===== config.mk =====
export PLATFORM = sky130hd
export DESIGN_NAME = lvp_prio_regs
export DESIGN_NICKNAME = d
export VERILOG_FILES = /design/src/shared/lvp_pkg.sv /design/src/rtl/lvp_prio_field.sv /design/src/rtl/lvp_prio_regs.sv
export VERILOG_INCLUDE_DIRS = /design/src /design/src/shared
export SDC_FILE = /design/constraint.sdc
export NUM_CORES = 1
export LEC_CHECK = 0
export BUFFER_PORTS_ARGS = -buffer_cell sky130_fd_sc_hd__buf_4
export CAP_MARGIN = 5
export CORE_UTILIZATION = 43
export DETAILED_ROUTE_END_ITERATION = 8
export PLACE_DENSITY = 0.76
export SKIP_LAST_GASP = 1
export SLEW_MARGIN = 20
export SYNTH_ARGS = -nofsm -noshare
export SYNTH_HDL_FRONTEND = slang
export SYNTH_SLANG_ARGS = --single-unit

===== constraint.sdc =====
create_clock -name sys_clk -period 1.04 [get_ports sys_clk]
set_input_delay 0.156 -clock sys_clk [delete_from_list [all_inputs] [get_ports sys_clk]]
set_output_delay 0.156 -clock sys_clk [all_outputs]
set_load 0.01 [all_outputs]

===== src/shared/lvp_map.svh =====
// register map, field layout and reset values of the low-voltage priority bank
// Contract
// - three-bit read/write low-voltage-detect priority field in bits 2 to 0
// - field value 111 means priority level 7, the highest
// - codes 001 to 111 map one-to-one onto levels 1 to 7 ascending
// - field value 000 disables the source, no request ever produced
// - bits 15 to 3 unimplemented, read as zero, writes ignored
`ifndef LVP_MAP_SVH
`define LVP_MAP_SVH
`define LVP_ADDR_W 4
`define LVP_DATA_W 16
`define LVP_OFS_SERIAL_ERR 4'h0
`define LVP_OFS_LOW_VOLT 4'h1
`define LVP_PRIO_W 3
`define LVP_PRIO_RST 3'h4
`define LVP_PRIO_OFF 3'h0
`define LVP_SP1_LSB 4
`define LVP_SP2_LSB 8
`define LVP_LV_LSB 0
`define LVP_ZERO16 16'h0000
`define LVP_LV_WMASK 16'h0007
`define LVP_SE_WMASK 16'h0770
`define LVP_REQ_IDLE 1'b0
`define LVP_LEVEL_OFF 3'h0
`define LVP_CODE_L1 3'h1
`define LVP_CODE_L2 3'h2
`define LVP_CODE_L3 3'h3
`define LVP_CODE_L4 3'h4
`define LVP_CODE_L5 3'h5
`define LVP_CODE_L6 3'h6
`define LVP_CODE_L7 3'h7
`define LVP_LEVEL_1 3'h1
`define LVP_LEVEL_2 3'h2
`define LVP_LEVEL_3 3'h3
`define LVP_LEVEL_4 3'h4
`define LVP_LEVEL_5 3'h5
`define LVP_LEVEL_6 3'h6
`define LVP_LEVEL_7 3'h7
`endif


===== src/shared/lvp_pkg.sv =====
// types of the low-voltage priority bank
`default_nettype none
package lvp_pkg;
   typedef logic [2:0] lvp_prio_t;
endpackage
`default_nettype wire

===== src/rtl/lvp_prio_field.sv =====
// one three-bit priority field with decode of its enable
`timescale 1ns/1ps
`default_nettype none
`include "lvp_map.svh"
module lvp_prio_field
   import lvp_pkg::*;
(
   // clock and reset
   input wire logic sys_clk,
   input wire logic rst_n,
   // write side
   input wire logic wr_en,
   input wire lvp_prio_t wr_val,
   // state
   output lvp_prio_t prio_q,
   output logic enabled
);
   // field storage, loads level 4 on reset
   always_ff @(posedge sys_clk or negedge rst_n) begin
      if (!rst_n) begin
         prio_q <= `LVP_PRIO_RST;
      end else if (wr_en) begin
         prio_q <= wr_val;
      end
   end

   // code equals level, zero means off
   assign enabled = (prio_q != `LVP_PRIO_OFF);
endmodule
`default_nettype wire


===== src/rtl/lvp_prio_regs.sv =====
// priority bank: serial-error and low-voltage priority registers
`timescale 1ns/1ps
`default_nettype none
`include "lvp_map.svh"
module lvp_prio_regs
   import lvp_pkg::*;
(
   // clock and reset
   input wire logic sys_clk,
   input wire logic rst_n,
   // register port
   input wire logic [`LVP_ADDR_W-1:0] reg_addr,
   input wire logic [`LVP_DATA_W-1:0] reg_wdata,
   input wire logic reg_wr,
   input wire logic reg_rd,
   output logic [`LVP_DATA_W-1:0] reg_rdata,
   // interrupt request input and outward view
   input wire logic lv_irq_raw,
   output lvp_prio_t lv_level_q,
   output logic lv_req_q
);
   // register layout
   //   index 0: port 2 error field in bits 10..8, port 1 error field in bits 6..4
   //   index 0: bits 15..11, 7 and 3..0 read zero
   //   index 1: low-voltage field in bits 2..0, bits 15..3 read zero
   //   other indices: writes dropped, reads return zero
   //   fields: code equals level, 000 disables the source
   //   reset: every field 100, level 4, request low, read data zero

   // register selects and strobes
   logic sel_lv;
   logic sel_se;
   logic wr_lv;
   logic wr_se;
   logic rd_lv;
   logic rd_se;

   // write data restricted to the implemented bits
   logic [`LVP_DATA_W-1:0] wdata_lv_m;
   logic [`LVP_DATA_W-1:0] wdata_se_m;
   lvp_prio_t wval_lv;
   lvp_prio_t wval_sp1;
   lvp_prio_t wval_sp2;

   // field state
   lvp_prio_t lv_prio;
   lvp_prio_t sp1_prio;
   lvp_prio_t sp2_prio;
   logic lv_en;

   // read side
   logic [`LVP_DATA_W-1:0] img_lv;
   logic [`LVP_DATA_W-1:0] img_se;
   logic [`LVP_DATA_W-1:0] rdata_d;

   // level and request next values
   lvp_prio_t lv_level_d;
   logic lv_req_d;

   // index decode, one select at most
   // the default arm covers every unmapped index
   always_comb begin
      sel_lv = 1'b0;
      sel_se = 1'b0;
      unique case (reg_addr)
         `LVP_OFS_LOW_VOLT: begin
            sel_lv = 1'b1;
         end
         `LVP_OFS_SERIAL_ERR: begin
            sel_se = 1'b1;
         end
         default: begin
            sel_lv = 1'b0;
            sel_se = 1'b0;
         end
      endcase
   end

   // strobes qualified by the select, unmapped indices hit nothing
   // a read has no side effect on any field
   assign wr_lv = reg_wr && sel_lv;
   assign wr_se = reg_wr && sel_se;
   assign rd_lv = reg_rd && sel_lv;
   assign rd_se = reg_rd && sel_se;

   // only the implemented bits reach the fields
   // masking first keeps stray upper write bits out of every slice
   assign wdata_lv_m = reg_wdata & `LVP_LV_WMASK;
   assign wdata_se_m = reg_wdata & `LVP_SE_WMASK;

   // field slices of the masked write data
   // each field sees exactly its own three bits
   assign wval_lv = wdata_lv_m[`LVP_LV_LSB +: `LVP_PRIO_W];
   assign wval_sp1 = wdata_se_m[`LVP_SP1_LSB +: `LVP_PRIO_W];
   assign wval_sp2 = wdata_se_m[`LVP_SP2_LSB +: `LVP_PRIO_W];

   // low-voltage field and its zero-code decode, loads level 4 on reset
   lvp_prio_field u_lv (
      .sys_clk(sys_clk),
      .rst_n(rst_n),
      .wr_en(wr_lv),
      .wr_val(wval_lv),
      .prio_q(lv_prio),
      .enabled(lv_en)
   );

   // serial port 1 error field, enable not used here
   // both serial fields share one strobe, each keeps its own slice
   lvp_prio_field u_sp1 (
      .sys_clk(sys_clk),
      .rst_n(rst_n),
      .wr_en(wr_se),
      .wr_val(wval_sp1),
      .prio_q(sp1_prio),
      .enabled()
   );

   // serial port 2 error field, enable not used here
   // same reset level as the other fields
   lvp_prio_field u_sp2 (
      .sys_clk(sys_clk),
      .rst_n(rst_n),
      .wr_en(wr_se),
      .wr_val(wval_sp2),
      .prio_q(sp2_prio),
      .enabled()
   );

   // low-voltage register image, upper bits tied to zero
   always_comb begin
      img_lv = `LVP_ZERO16;
      img_lv[`LVP_LV_LSB +: `LVP_PRIO_W] = lv_prio;
   end

   // serial-error register image, gaps between fields read zero
   always_comb begin
      img_se = `LVP_ZERO16;
      img_se[`LVP_SP1_LSB +: `LVP_PRIO_W] = sp1_prio;
      img_se[`LVP_SP2_LSB +: `LVP_PRIO_W] = sp2_prio;
   end

   // read mux, zero when no read or at an unmapped index
   // an idle bus reads zero, so a stale image never reaches the master
   always_comb begin
      rdata_d = `LVP_ZERO16;
      if (rd_lv) begin
         rdata_d = img_lv;
      end else if (rd_se) begin
         rdata_d = img_se;
      end else begin
         rdata_d = `LVP_ZERO16;
      end
   end

   // read data one cycle after the strobe, zero in every other cycle
   // one cycle of data per strobe, matching the one-cycle strobes
   always_ff @(posedge sys_clk or negedge rst_n) begin
      if (!rst_n) begin
         reg_rdata <= `LVP_ZERO16;
      end else begin
         reg_rdata <= rdata_d;
      end
   end

   // code to level: 001 lowest, 111 highest, 000 leaves the source off
   // a table rather than a wire-through, so a remapped level stays local
   always_comb begin
      lv_level_d = `LVP_LEVEL_OFF;
      unique case (lv_prio)
         `LVP_PRIO_OFF: begin
            lv_level_d = `LVP_LEVEL_OFF;
         end
         `LVP_CODE_L1: begin
            lv_level_d = `LVP_LEVEL_1;
         end
         `LVP_CODE_L2: begin
            lv_level_d = `LVP_LEVEL_2;
         end
         `LVP_CODE_L3: begin
            lv_level_d = `LVP_LEVEL_3;
         end
         `LVP_CODE_L4: begin
            lv_level_d = `LVP_LEVEL_4;
         end
         `LVP_CODE_L5: begin
            lv_level_d = `LVP_LEVEL_5;
         end
         `LVP_CODE_L6: begin
            lv_level_d = `LVP_LEVEL_6;
         end
         `LVP_CODE_L7: begin
            lv_level_d = `LVP_LEVEL_7;
         end
      endcase
   end

   // outward level, one cycle behind the field
   // the lag buys a flop-driven output; the read path shows the code at once
   always_ff @(posedge sys_clk or negedge rst_n) begin
      if (!rst_n) begin
         lv_level_q <= `LVP_PRIO_RST;
      end else begin
         lv_level_q <= lv_level_d;
      end
   end

   // request next value, forced idle while the field is zero
   // the raw level is taken as is, any edge shaping lives upstream
   always_comb begin
      lv_req_d = `LVP_REQ_IDLE;
      if (lv_en) begin
         lv_req_d = lv_irq_raw;
      end
   end

   // registered request; the raw event comes from logic on this clock
   // and so passes no synchroniser
   always_ff @(posedge sys_clk or negedge rst_n) begin
      if (!rst_n) begin
         lv_req_q <= `LVP_REQ_IDLE;
      end else begin
         lv_req_q <= lv_req_d;
      end
   end
endmodule
`default_nettype wire


# == Word level (Yosys, flattened, before mapping) ==
# Memory sizes are Yosys's and may differ from the RTL's. A register that Yosys moved wholly into a read port is not among the register bits.
# Index checks and enable logic that the tools add are counted.
# W data, S select, Z words.
# word_totals
in_bits,25
mem_count,1
ff_bits,26
out_inout_bits,20
mem_bits_ro,24
# op_classes
n_mux,5
n_reduce_logical,7
n_eq_ne,1
# memory_table
name,words,width,rd,rd_ports_with_merged_regs,write_ports,line,source
(name not given),8,3,1,1,0,lvp_prio_regs.sv:169,unique case (lv_prio)
# ops
operator,count
$mux W11,2
$eq A4 B1 Y1 const B,1
$logic_and A1 B1 Y1,4
$logic_not A4 Y1,1
$mux W1,3
$reduce_bool A3 Y1,1
$logic_not A1 Y1,1

# == Longest topological paths before layout ==
# logic_depth
ltp_word,5
mapped_depth,3

# == Cells and area by module ==
# From an unflattened synthesis, not the netlist that was laid out.
# unflattened
cells_unflattened,58
area_unflattened_um2,839.6
# by_module_without_submodules
module,seq_area_each_um2,area_each_um2,n_inst,cells_per_inst
lvp_prio_regs,326.6,490.5,1,37
lvp_prio_field,76.3,116.4,3,7

# == Worst setup path before layout ==
# No wires, ideal clock.
# synth_path
path_kind,input to register
start,input port reg_addr[3]
end,register u_sp1.prio_q[0]
slack_ns,0.154
cell_stages,3
arrival_time_ns,0.761
required_ns,0.915
path_buffers,0
cell_sequence,nor2_4 -> nand3_4 -> mux2_4
# synth_via
elab_chain_cells,3
# synth_rtl
item,line,source
from (decl),lvp_prio_regs.sv:12,"input wire logic [`LVP_ADDR_W-1:0] reg_addr,"
$logic_not A4 Y1,lvp_prio_regs.sv:65,unique case (reg_addr)
$mux W1,lvp_prio_regs.sv:65,
$logic_and A1 B1 Y1,lvp_prio_regs.sv:82,assign wr_se = reg_wr && sel_se;
to (signal assigned),lvp_prio_field.sv:21,prio_q <= `LVP_PRIO_RST;
to (signal assigned),lvp_prio_field.sv:23,prio_q <= wr_val;
to (decl),lvp_prio_field.sv:15,"output lvp_prio_t prio_q,"
# No other way between the ends.
# A chain may end at the register's enable or synchronous reset.

# == Final worst setup path ==
# layout_path
start,register lv_level_q[2]
end,output port lv_level_q[2]
# layout_lines
item,line,source
from (decl),lvp_prio_regs.sv:19,"output lvp_prio_t lv_level_q,"
# No word-level cell between the ends.

==> flow_summary.yaml <==
clock_tree:
  clock-root-buffer: "clkbuf_4"
  cts_tree: "yes"
  h-tree-depth: 1
  cts.reportedPaths.clkPinSlew_ns: 0.11
  clock_sinks: 22
  insertion_delay_ns: 0.29
  clockBufferDepth: 2
  cts_buffers: 3
critical_path:
  r2r_setup_slack_ns: 0.23
  slowest_stage: "dfstp_2"
  cp_cell_sequence: "buf_6"
  crit_arrival_ns: 0.92
  crit_type: "reg2out"
  slowest_delay_ns: 0.54
  cp_top_family: "flip-flops"
  worstReg2RegStart: "u_lv.prio_q[1]"
  worstSetupEndpointType: "primary output"
  critPathBufInv: 1
  path_max_fanout: 1
  crit_required_ns: 0.88
  critPathLaunchType: "register"
  crit_start: "lv_level_q[2]"
timing:
  fin_skew_ns: 0.00307
  fmax_mhz: 929
  finalSetupViolations: 1
  whs_ns: 0.0830
  slew_violations: 0
  grt_setup_unrepaired: "yes"
  setup_ws_ns: -0.0362
  hold_viol_final: 0
  finalCriticalPeriod_ns: 1.08
  min_period_over_period: 1.03
floorplan:
  dieHeight_um: 47.2
  rows: 15
  start_util: 0.482
  core_area_mm2: 0.00182
  ios: 45
  die_area_mm2: 0.00223
  fp.dieW_um: 47.2
drt:
  first_iter_violations: 2
  post_drt_via_cell_ratio: 4.37
  drcViolationCount: 0
  ant_nets: 0
  vias: 503
  wl_mm: 1.24
  wl_per_cell_um: 10.8
  drtPass1Iterations: 2
worst_hold_path:
  hp-class: "in2reg"
  hold_start: "lv_irq_raw"
grt:
  antenna_found_initial: 0
  grt_pass1_vias: 476
  gr-total-overflow: 0
  grt_use_total: 0.136
  grt_pass1_wl_mm: 2.00
  grt_start_max_net_pins: 23
status:
  violations: "setup timing"
  run_status: "complete, but fails checks"
yosys:
  yosys_warnings: 0
  yosysTopAreaCell: "dfrtp_1"
  netlist_top_cells_area: "dfrtp_1 51%, dfstp_2 12%, mux2_4 10%, and2_1 6.4%, buf_4 6.0%"
  synth_cell_types: 14
  synth-seq-cells: 22
  netlist.area_leader.share: 0.513
  syn_avg_cell_area_um2: 16.0
  ys_top_cells_by_count: "18 x dfrtp_1, 9 x and2_1, 7 x buf_4"
  synth_edf_count: 0
  synth_seq_area_share: 0.632
  synthArstFlopShare: 1.00
  synth_cells: 55
  ys.flop_type: "dfrtp_1"
  synth_most_common_cell: "dfrtp_1"
  syn_area_um2: 878
placement:
  portBuffers: 30
  pre_cts_ws_ns: -0.0217
  finalWeightedCongestion: 0.732
  placed_cells: 110
power_and_ir_drop:
  p_leak_uw: 0.000618
  power.density_mw_per_mm2: 1560
  ir_drop_mv: 0.990
  power.total_uw: 1810
final_layout:
  drive_above_1_share: 0.600
  antenna_cells: 0
  final_cells: 115
  final_nets: 116
  area_delta_synth_final_pct: 32.3
flow_run:
  maxCapViolCount: 0
per-stage QoR:
| stage | area, um2 | utilization | setup TNS (ns) |
|---|---|---|---|
| 6_report | 1160 | 0.638 | -0.0362 |
| 2_1_floorplan | 901 | - | 0 |
| 4_1_cts | 1160 | 0.638 | -0.0530 |
| 3_3_place_gp | 1110 | 0.611 | -0.0238 |
| 3_5_place_dp | 1110 | 0.611 | -0.0853 |
| 5_1_grt | 1160 | 0.638 | -0.0786 |
logic make-up (layout without fill, tap and decap cells):
| group | count (synthesis) | after routing | share of synthesized area |
|---|---|---|---|
| DFF | 22 | 22 | 0.632 |
| and+or+nand+nor | 15 | 15 | 0.152 |
| muxes | 9 | 9 | 0.141 |
| buffers and inverters | 7 | 36 | 0.0598 |
| other | 1 | 7 | 0.00427 |
| AOI/OAI and AO/OA | 1 | 1 | 0.00997 |
registers in the layout (all words and copies together) (netlist names):
signal / flops
u_lv.prio_q: 3
lv_level_q: 3
u_sp2.prio_q: 3
lv_req_q: 1
u_sp1.prio_q: 3
reg_rdata: 9
cell type report:
| type | count | area [um2] |
|---|---|---|
| clock buffer | 4 | 36.3 |
| fill | 152 | 658 |
| multi-input combinational | 32 | 293 |
| sequential | 22 | 556 |
| tap | 25 | 31.3 |
| timing repair buffer | 32 | 246 |
routing by layer:
layer | track usage | vias to the layer above | part of all wire
met1 | 0.168 | 237 | 0.43
li1 | - | 243 | -
met4 | 0.0857 | 0 | 0.015
met2 | 0.222 | 21 | 0.52
met5 | 0 | - | 0
met3 | 0.0231 | 2 | 0.035
worst paths after layout:
| kind | endpoint | cells after the start |
|---|---|---|
| worst max register to register | lv_req_q | 1 |
| min in group asynchronous | u_sp2.prio_q[0] | 2 |
| worst min register to register | lv_level_q[2] | 0 |
| max in group asynchronous | u_sp2.prio_q[2] | 2 |
| worst min-delay path | lv_req_q | 2 |
| worst max-delay path | lv_level_q[2] | 1 |
layout by cell type (no fill, tap or decap):
cell and count:
and2_1 9, and3_2 1, and4b_2 1, buf_4 30, buf_6 1, clkbuf_4 3
clkbuf_8 1, conb_1 7, dfrtp_1 18, dfstp_2 4, dlygate4sd3_1 1, mux2_2 3
mux2_4 6, nand3_4 1, nand4b_4 1, nor2_2 1, nor2_4 1, o31a_1 1
power breakdown:
group / total [uW] / leakage (uW) / internal (uW) / switching, uW
Combinational: 307 / 0.000319 / 201 / 106
Sequential: 1070 / 0.000278 / 1000 / 66.2
Clock: 435 / 0.0000210 / 213 / 222
Total: 1810 / 0.000618 / 1410 / 395
what timing repair did:
item                       4_1_cts  5_1_grt
hold buffers                     1        0
setup endpoints to repair        1        1
buffers inserted                 0        0
hold endpoints to repair        22        0
resized for setup                1        0
(Power assumes the default switching activity.)
